File: config.mk
export PLATFORM = sky130hd
export DESIGN_NAME = swsr_cmd
export DESIGN_NICKNAME = d
export VERILOG_FILES = /design/src/verilog/swsr_pkg.sv /design/src/verilog/swsr_cmd.sv
export SDC_FILE = /design/constraint.sdc
export NUM_CORES = 1
export LEC_CHECK = 0
export CAP_MARGIN = 5
export CORE_UTILIZATION = 55
export DETAILED_ROUTE_END_ITERATION = 6
export DONT_BUFFER_PORTS = 1
export MAX_ROUTING_LAYER = met4
export PLACE_DENSITY = 0.7
export REMOVE_ABC_BUFFERS = 1
export SKIP_LAST_GASP = 1
export SLEW_MARGIN = 20
export SYNTH_ARGS = -nofsm -noshare
export SYNTH_HDL_FRONTEND = slang
export SYNTH_SLANG_ARGS = --single-unit
File: constraint.sdc
create_clock -name ref_clk -period 3.5 [get_ports ref_clk]
set_input_delay 0.175 -clock ref_clk [delete_from_list [all_inputs] [get_ports ref_clk]]
set_output_delay 0.175 -clock ref_clk [all_outputs]
set_load 0.02 [all_outputs]
File: src/verilog/swsr_pkg.sv
// shared constants and types for the status-write and soft-reset command block
package swsr_pkg;

  // command opcodes and the reset confirmation byte
  localparam logic [7:0] OP_WR_STAT1 = 8'h01;
  localparam logic [7:0] OP_WR_STAT2 = 8'h31;
  localparam logic [7:0] OP_SOFT_RST = 8'hf0;
  localparam logic [7:0] RST_CONFIRM = 8'hd0;

  // field positions inside the data byte
  localparam int BIT_LOCK = 7;
  localparam int GLOB_HI  = 5;
  localparam int GLOB_LO  = 2;
  localparam int BIT_RESET_CMD_ENABLE_BIT = 4;
  localparam int BIT_SLE  = 3;

  // framing counts: bytes seen and bit position inside a byte
  localparam logic [1:0] BYTES_NONE = 2'h0;
  localparam logic [1:0] BYTES_OPC  = 2'h1;
  localparam logic [1:0] BYTES_FULL = 2'h2;
  localparam logic [2:0] PHASE_ZERO = 3'h0;
  localparam logic [2:0] PHASE_LAST = 3'h7;
  localparam logic [2:0] PHASE_STEP = 3'h1;
  localparam logic [1:0] BYTE_STEP  = 2'h1;

  // frame tracking states
  typedef enum logic {
    FR_IDLE   = 1'b0,
    FR_ACTIVE = 1'b1
  } swsr_frame_t;

  // request handed to the global protect/unprotect engine
  typedef struct packed {
    logic       prior_lock;
    logic [3:0] field;
  } swsr_glob_t;

  // status bits owned by this block
  typedef struct packed {
    logic protection_lock_bit;
    logic write_latch_bit;
    logic reset_cmd_enable_bit;
    logic lockdown_cmd_enable_bit;
    logic program_suspended_flag;
    logic erase_suspended_flag;
    logic lockdown_frozen;
  } swsr_stat_t;

  localparam swsr_stat_t STAT_RESET = '0;

endpackage : swsr_pkg
File: src/verilog/swsr_cmd.sv
// status byte writes and two-byte soft reset, decoded from the serial pins
// Functional notes
// - status byte 1 write needs the write latch set beforehand
// - byte 1 data: bit 7 lock, bits 5..2 global field, rest ignored
// - bytes after the single data byte are dropped
// - on select release after valid write, lock updates and latch clears
// - global decision uses field plus lock value before the command
// - short or misaligned byte 1 write: lock kept, no global, latch cleared
// - with write-protect asserted lock can only be set; clear attempt ignored
// - status byte 2 write needs the write latch set beforehand
// - byte 2 data: bit 4 reset enable, bit 3 lockdown enable
// - valid byte 2 write updates reset enable, and lockdown enable unless frozen, clears latch
// - short or misaligned byte 2 write keeps enables, clears latch
// - soft reset does not depend on the write latch
// - soft reset ignored unless reset enable is 1
// - whole bytes after the confirmation byte are ignored
// - valid reset aborts program or erase and returns to idle
// - reset keeps lock and enables, clears latch and suspend flags
// - reset during suspend aborts the suspended operation
// - short or misaligned reset sequence does nothing
// - latch clear means status writes are rejected
// - reset enable is 0 after power-up
// - after freeze the lockdown enable stays 0
// - incomplete opcode leaves the write latch set
`timescale 1ns/1ps
module swsr_cmd (
  input  wire logic                ref_clk,
  input  wire logic                srst,
  input  wire logic                chip_sel_n,
  input  wire logic                ser_clk,
  input  wire logic                ser_din,
  input  wire logic                wprot_n,
  input  wire logic                wel_set,
  input  wire logic                freeze_req,
  input  wire logic                psusp_set,
  input  wire logic                esusp_set,
  output swsr_pkg::swsr_stat_t     status,
  output swsr_pkg::swsr_glob_t     global_req,
  output logic                     global_op,
  output logic                     soft_reset
);
  import swsr_pkg::*;

  // true when the frame ended on a byte boundary after opcode and one data byte or more
  function automatic logic frame_ok(input logic [1:0] cnt, input logic [2:0] ph);
    frame_ok = (cnt == BYTES_FULL) && (ph == PHASE_ZERO);
  endfunction : frame_ok

  logic        cs_meta;
  logic        cs_s;
  logic        sck_meta;
  logic        sck_s;
  logic        sck_d;
  logic        si_meta;
  logic        si_s;
  logic        wp_meta;
  logic        wp_s;
  swsr_frame_t frame;
  logic [2:0]  phase;
  logic [1:0]  bytes;
  logic [6:0]  shreg;
  logic [7:0]  opcode;
  logic [7:0]  data;

  // two-stage synchronisers; pins are asynchronous to ref_clk
  always_ff @(posedge ref_clk) begin
    cs_meta  <= chip_sel_n;
    cs_s     <= cs_meta;
    sck_meta <= ser_clk;
    sck_s    <= sck_meta;
    sck_d    <= sck_s;
    si_meta  <= ser_din;
    si_s     <= si_meta;
    wp_meta  <= wprot_n;
    wp_s     <= wp_meta;
  end

  // pin decoding; data and clock share equal sync latency so sampling stays aligned
  wire       sck_rise  = sck_s & ~sck_d;
  wire       wp_act    = ~wp_s;
  wire       shift_en  = (frame == FR_ACTIVE) & ~cs_s & sck_rise;
  wire       frame_end = (frame == FR_ACTIVE) & cs_s;
  wire [7:0] next_byte = {shreg, si_s};
  wire       byte_done = shift_en & (phase == PHASE_LAST);

  // frame tracker: idle until select falls, active until it rises
  always_ff @(posedge ref_clk) begin
    if (srst) begin
      frame <= FR_IDLE;
    end else begin
      case (frame)
        FR_IDLE:   frame <= cs_s ? FR_IDLE : FR_ACTIVE;
        FR_ACTIVE: frame <= cs_s ? FR_IDLE : FR_ACTIVE;
        default:   frame <= FR_IDLE;
      endcase
    end
  end

  // bit and byte counters restart with every frame
  always_ff @(posedge ref_clk) begin
    if (srst || frame == FR_IDLE) begin
      phase <= PHASE_ZERO;
      bytes <= BYTES_NONE;
    end else if (shift_en) begin
      phase <= phase + PHASE_STEP;
      if (byte_done && bytes != BYTES_FULL) begin
        bytes <= bytes + BYTE_STEP;
      end
    end
  end

  // msb-first shifter; only opcode and first data byte are kept
  always_ff @(posedge ref_clk) begin
    if (srst) begin
      shreg  <= 7'h00;
      opcode <= 8'h00;
      data   <= 8'h00;
    end else if (shift_en) begin
      shreg <= next_byte[6:0];
      if (byte_done && bytes == BYTES_NONE) begin
        opcode <= next_byte;
      end
      if (byte_done && bytes == BYTES_OPC) begin
        data <= next_byte;
      end
    end
  end

  // command decode at select release; unknown or partial opcodes do nothing
  wire op_known  = bytes != BYTES_NONE;
  wire is_w1     = op_known & (opcode == OP_WR_STAT1);
  wire is_w2     = op_known & (opcode == OP_WR_STAT2);
  wire is_rst    = op_known & (opcode == OP_SOFT_RST);
  wire full_ok   = frame_ok(bytes, phase);
  wire wel_now   = status.write_latch_bit;
  wire lock_now  = status.protection_lock_bit;
  // write-protect only blocks an attempt to drop an already set lock
  wire lock_blk  = wp_act & lock_now & ~data[BIT_LOCK];
  wire w1_go     = frame_end & is_w1 & wel_now & full_ok & ~lock_blk;
  wire w2_go     = frame_end & is_w2 & wel_now & full_ok;
  wire rst_go    = frame_end & is_rst & full_ok & (data == RST_CONFIRM)
                   & status.reset_cmd_enable_bit;
  // complete status-write opcode always drops the latch, valid or not
  wire wel_drop  = frame_end & (is_w1 | is_w2);
  wire sle_force = freeze_req | status.lockdown_frozen;

  // status bits; hardware sets win over clears arriving in the same cycle
  always_ff @(posedge ref_clk) begin
    if (srst) begin
      status <= STAT_RESET;
    end else begin
      if (w1_go) begin
        status.protection_lock_bit <= data[BIT_LOCK];
      end
      if (wel_set) begin
        status.write_latch_bit <= 1'b1;
      end else if (wel_drop || rst_go) begin
        status.write_latch_bit <= 1'b0;
      end
      if (w2_go) begin
        status.reset_cmd_enable_bit <= data[BIT_RESET_CMD_ENABLE_BIT];
      end
      if (sle_force) begin
        status.lockdown_cmd_enable_bit <= 1'b0;
      end else if (w2_go) begin
        status.lockdown_cmd_enable_bit <= data[BIT_SLE];
      end
      if (freeze_req) begin
        status.lockdown_frozen <= 1'b1;
      end
      if (psusp_set) begin
        status.program_suspended_flag <= 1'b1;
      end else if (rst_go) begin
        status.program_suspended_flag <= 1'b0;
      end
      if (esusp_set) begin
        status.erase_suspended_flag <= 1'b1;
      end else if (rst_go) begin
        status.erase_suspended_flag <= 1'b0;
      end
    end
  end

  // one-cycle requests; the global request carries the lock value before update
  always_ff @(posedge ref_clk) begin
    if (srst) begin
      global_op  <= 1'b0;
      soft_reset <= 1'b0;
      global_req <= '0;
    end else begin
      global_op  <= w1_go;
      soft_reset <= rst_go;
      if (w1_go) begin
        global_req <= {lock_now, data[GLOB_HI:GLOB_LO]};
      end
    end
  end
endmodule : swsr_cmd

Yosys cells after proc, flatten, opt, wreduce, memory -nomap -nowiden:

Cells that the tools add are included.

* eq/ne operators: 8
* muxes and demuxes: 6
* bitwise logic cells: 30
* reductions and logical operators: 16
* add/sub/neg operators: 2

Operators by type and width (count)
* bitwise AND 1 bit: 22
* == test 8 bit, second input constant: 2
* == test 8 x 1 -> 1 bit, second input constant: 1
* == test 8 x 6 -> 1 bit, second input constant: 1
* nonzero test 2 bit: 4
* two-way mux 1 bit: 6
* inverter 1 bit: 6
* AND reduction 2 bit: 3
* logical AND 1 bit: 4
* adder 3 x 1 -> 3 bit, second input constant: 1
* == test 3 bit, second input constant: 1
* zero test 3 bit: 1
* adder 2 x 1 -> 2 bit, second input constant: 1
* == test 2 x 1 -> 1 bit, second input constant: 1
* == test 2 bit, second input constant: 1
* zero test 2 bit: 1
* logical OR 1 bit: 2
* != test 2 bit, second input constant: 1
* bitwise OR 1 bit: 2
* OR reduction 2 bit: 1

* output and inout bits: 14
* flip-flop bits (word level): 52

Depth between registers and ports, before layout:

* depth in word-level cells: 9
* mapped depth: 7
* mapped depth without buffers: 6

Worst setup path before layout:

No wires, ideal clock.

* path type: reg-to-reg
* start point: register bytes[0]
* end point: register status[3] (netlist name)
* data arrival time: 1.722 ns
* cell stages (with the launch flop): 8
* buffers on the path: 1
* clock period less this slack: 1.851 ns
* path slack: 1.649 ns
* cell sequence: dfxtp_1 inv_1 ha_1 or4_4 buf_6 nor4_4 mux2i_1 nor4_2

* cells in the longest elaborated chain, start to end: 5
* elaborated cells between the ends (all ways): 7

RTL lines
* start, declared: RTL line swsr_cmd.sv:60 `logic [1:0] bytes;`
* start signal, assigned: RTL line swsr_cmd.sv:107 `bytes <= bytes + BYTE_STEP;`
* nonzero test 2 bit: RTL line swsr_cmd.sv:130 `wire op_known = bytes != BYTES_NONE;`
* bitwise AND 1 bit: RTL line swsr_cmd.sv:132 `wire is_w2 = op_known & (opcode == OP_WR_STAT2);`
* bitwise AND 1 bit (2 in series): RTL line swsr_cmd.sv:140 `wire w2_go = frame_end & is_w2 & wel_now & full_ok;`
* bitwise AND 1 bit *: RTL line swsr_cmd.sv:140
* end, declared: RTL line swsr_cmd.sv:37 `output swsr_pkg::swsr_stat_t status,`

Every way passes the cells marked *; elsewhere a longest branch is shown, timed or not.
A chain may end at the register's enable or synchronous reset.

Worst setup path in the final report:

Same ends and word-level chain as after synthesis.

==> run metrics <==
outcome finished, final reports clean; maximum VDD drop 0.259 mV; Final Wtd Congestion around 0.8; Synth top area share a little over half; cells after synthesis ~200; cell-internal power around 0.77 mW; initial antenna violation count 0; die width slightly above 60 um; power share of the sequential group 62.6%; Site Rows 21; first-pass GRT wire length between 6 and 7 mm; Worst Max-Slew Pin Slew ~0.95 ns; DIE HEIGHT approximately 62 um; Synth Warn # 0; Worst Setup Path Type reg -> reg; drt drc 0; initial core utilization approximately 60%; Final Skew between 0.015 and 0.02 ns; switch share a little over a fifth; Max-Cap Viols 0; layout cells sized above 1 roughly 7.2%; Switching Power between 0.2 and 0.25 mW; 1st-iter DRT viols 66; Worst Hold Class in -> reg; Post-CTS Setup Bufs 0; Post-synth EDFFs 0; Clock Power Share between 30% and 40%; fraction of registers with async set/reset 0%; Tmin final between 2 and 3 ns; period utilisation layout a little under three quarters; Slew Limit Fails 0; Avg Cell Area, Syn just over 10 sq um; fmax between 0.3 and 0.4 GHz; pwr dens 446 nW/um^2; Commonest cells post-synth dfxtp_1 (52), nor2_1 (26), mux2i_1 (21), nand2_1 (21), a21oi_1 (14); ys flop type dfxtp_1; largest net degree at the start of global routing 41; diodes inserted 0; Final Util between 60% and 70%; P&R area growth vs syn 10.5%; RSZ-0062 raised after global routing false; post-route ant nets 0; #FFs+latches synth 52; count leader, synth dfxtp_1; Ports 24; largest area contributor in the synthesized netlist dfxtp_1; average wire per standard cell 14.7 um; static leakage 0.943 nW; final net count about 220; top post-synthesis cells by area dfxtp_1 (52%), mux2i_1 (11%), nor2_1 (4.9%); die area 3870 sq um; Clock Path Buffers 2; core area between 3000 and 4000 sq um; total global-route track usage between 20% and 30%; count of unique library cells instantiated by Yosys 34; total grt overflow 0; Vias/cell 5.52; CP endpoint kind flop; routed wire length 3.71 mm; Slew Limit Headroom a little over a third; R2R depth 7; Clock Latency Late Sink about 0.37 ns; vias in the first global route approximately 1,400; Clock Root Buffer clkbuf_4; # clock sinks 52; Logic pwr share roughly 3%; Startpoint Class flop; Worst EP arrival approximately 2.8 ns; Synth Cell Area between 1500 and 2000 sq um; CTS buffer count 5; Setup TNS 0 ns; CTS resizes 0; CTS HTree Levels 2; post-DP HPWL 2.54 mm; Port Buffer Count 0; Seq/Total Area, Yosys roughly 52%; hold depth 2; final setup vio count 0; worst-path maximum fanout 5; First-pass DRT Iterations 5; CTS tree done; final hold viol count 0; Clock transition at path regs about 0.16 ns; routed via count 1,396; Critical Path RT about 3.8 ns; # hold bufs at CTS 10
## layout by cell type (no fill, tap or decap), types with 2 or more instances in the layout
cell type	Yosys	final
clkbuf_4	0	5
nor2_1	26	26
dlygate4sd3_1	0	10
nand3_1	6	6
nand4_1	2	2
inv_1	7	7
nand2_1	21	21
mux2i_1	21	21
nor4bb_1	2	2
nand2b_1	6	6
ha_1	6	6
o22ai_1	3	3
a21bo_1	4	4
nand4b_1	2	2
a21oi_1	14	14
dfxtp_1	52	52
## metal layers
metal  track usage, %  wire (um)  part of all wire, %  up-vias
met4             9.01         67                  1.8        0
met1             27.7       1700                   46      664
met3             6.80        179                  4.8        9
met2             35.4       1770                   48       33
met5                -          0                    0        -
li1                 -          -                    -      690
## power by group through the flow
| stage | sequential, mW | clock, mW | combinational, mW |
|---|---|---|---|
| after floorplan | 0.625 | 0 | 0.0105 |
| after global placement | 0.627 | 0 | 0.0119 |
| after global routing | 0.616 | 0.374 | 0.0324 |
| after detailed placement | 0.628 | 0 | 0.0125 |
| after CTS | 0.615 | 0.347 | 0.0284 |
| final | 0.614 | 0.338 | 0.0294 |
## sequential cells by signal, summed over array words and instances, names as in the netlist
| signal | flops |
|---|---|
| cs_s | 1 |
| lock_now | 1 |
| cs_meta | 1 |
| wp_meta | 1 |
| wp_s | 1 |
| sck_meta | 1 |
| wel_now | 1 |
| bytes | 2 |
| sck_d | 1 |
| soft_reset | 1 |
| opcode | 8 |
| frame | 1 |
| sck_s | 1 |
| global_op | 1 |
| si_meta | 1 |
| phase | 3 |
| si_s | 1 |
| data | 8 |
| global_req | 5 |
| status | 5 |
| shreg | 7 |
## cells by family after synthesis
group                      Yosys count  synth area share, %
muxes                               21                 10.5
AOI/OAI and AO/OA                   23                 7.66
xor gates and xnor gates             2                0.879
and+or+nand+nor                     77                 21.2
DFF                                 52                 52.2
adders and majority gates            6                 3.77
buffers and inverters               16                 3.77
## area by class of cell
class / count / area, sq um
clock inverters: 2 / 38.8
repair buffers: 11 / 120
clock buffers: 6 / 41.3
inverters: 7 / 26.3
multi-input cells: 129 / 877
fillers: 288 / 1210
flip-flops and latches: 52 / 1040
well taps: 46 / 57.6
## worst paths after layout
path                               from                          to  slack, ns
hold / removal                     srst  global_req[3]$_SDFFE_PP0P_       0.05
setup / recovery  bytes[0]$_SDFFE_PP0P_      status[3]$_SDFFE_PP0P_        1.0
hold reg to reg        sck_meta$_DFF_P_               sck_s$_DFF_P_       0.34
setup reg to reg  bytes[0]$_SDFFE_PP0P_      status[3]$_SDFFE_PP0P_        1.0
## worst max-delay path: stages (launching register included)
cell and delay (ns):
dfxtp_1 0.36, inv_1 0.08, ha_1 0.23, or4_4 0.48, nor4_4 0.37, mux2i_1 0.28
nor4_2 0.05, dlygate4sd3_1 0.56
## through the flow
step	cell area [sq um]	total power [mW]	std cells	worst slack (ns)	hold slack, ns
6_report	2200	0.981	253	0.997	0.0527
5_1_grt	2200	1.02	253	0.898	0.0335
4_1_cts	2190	0.990	252	1.01	0.00264
3_5_place_dp	2000	0.640	234	1.56	0.203
3_3_place_gp	2000	0.639	234	1.62	0.203
2_1_floorplan	1940	0.635	188	1.71	0.203
Power figures use the tool's default switching activity.
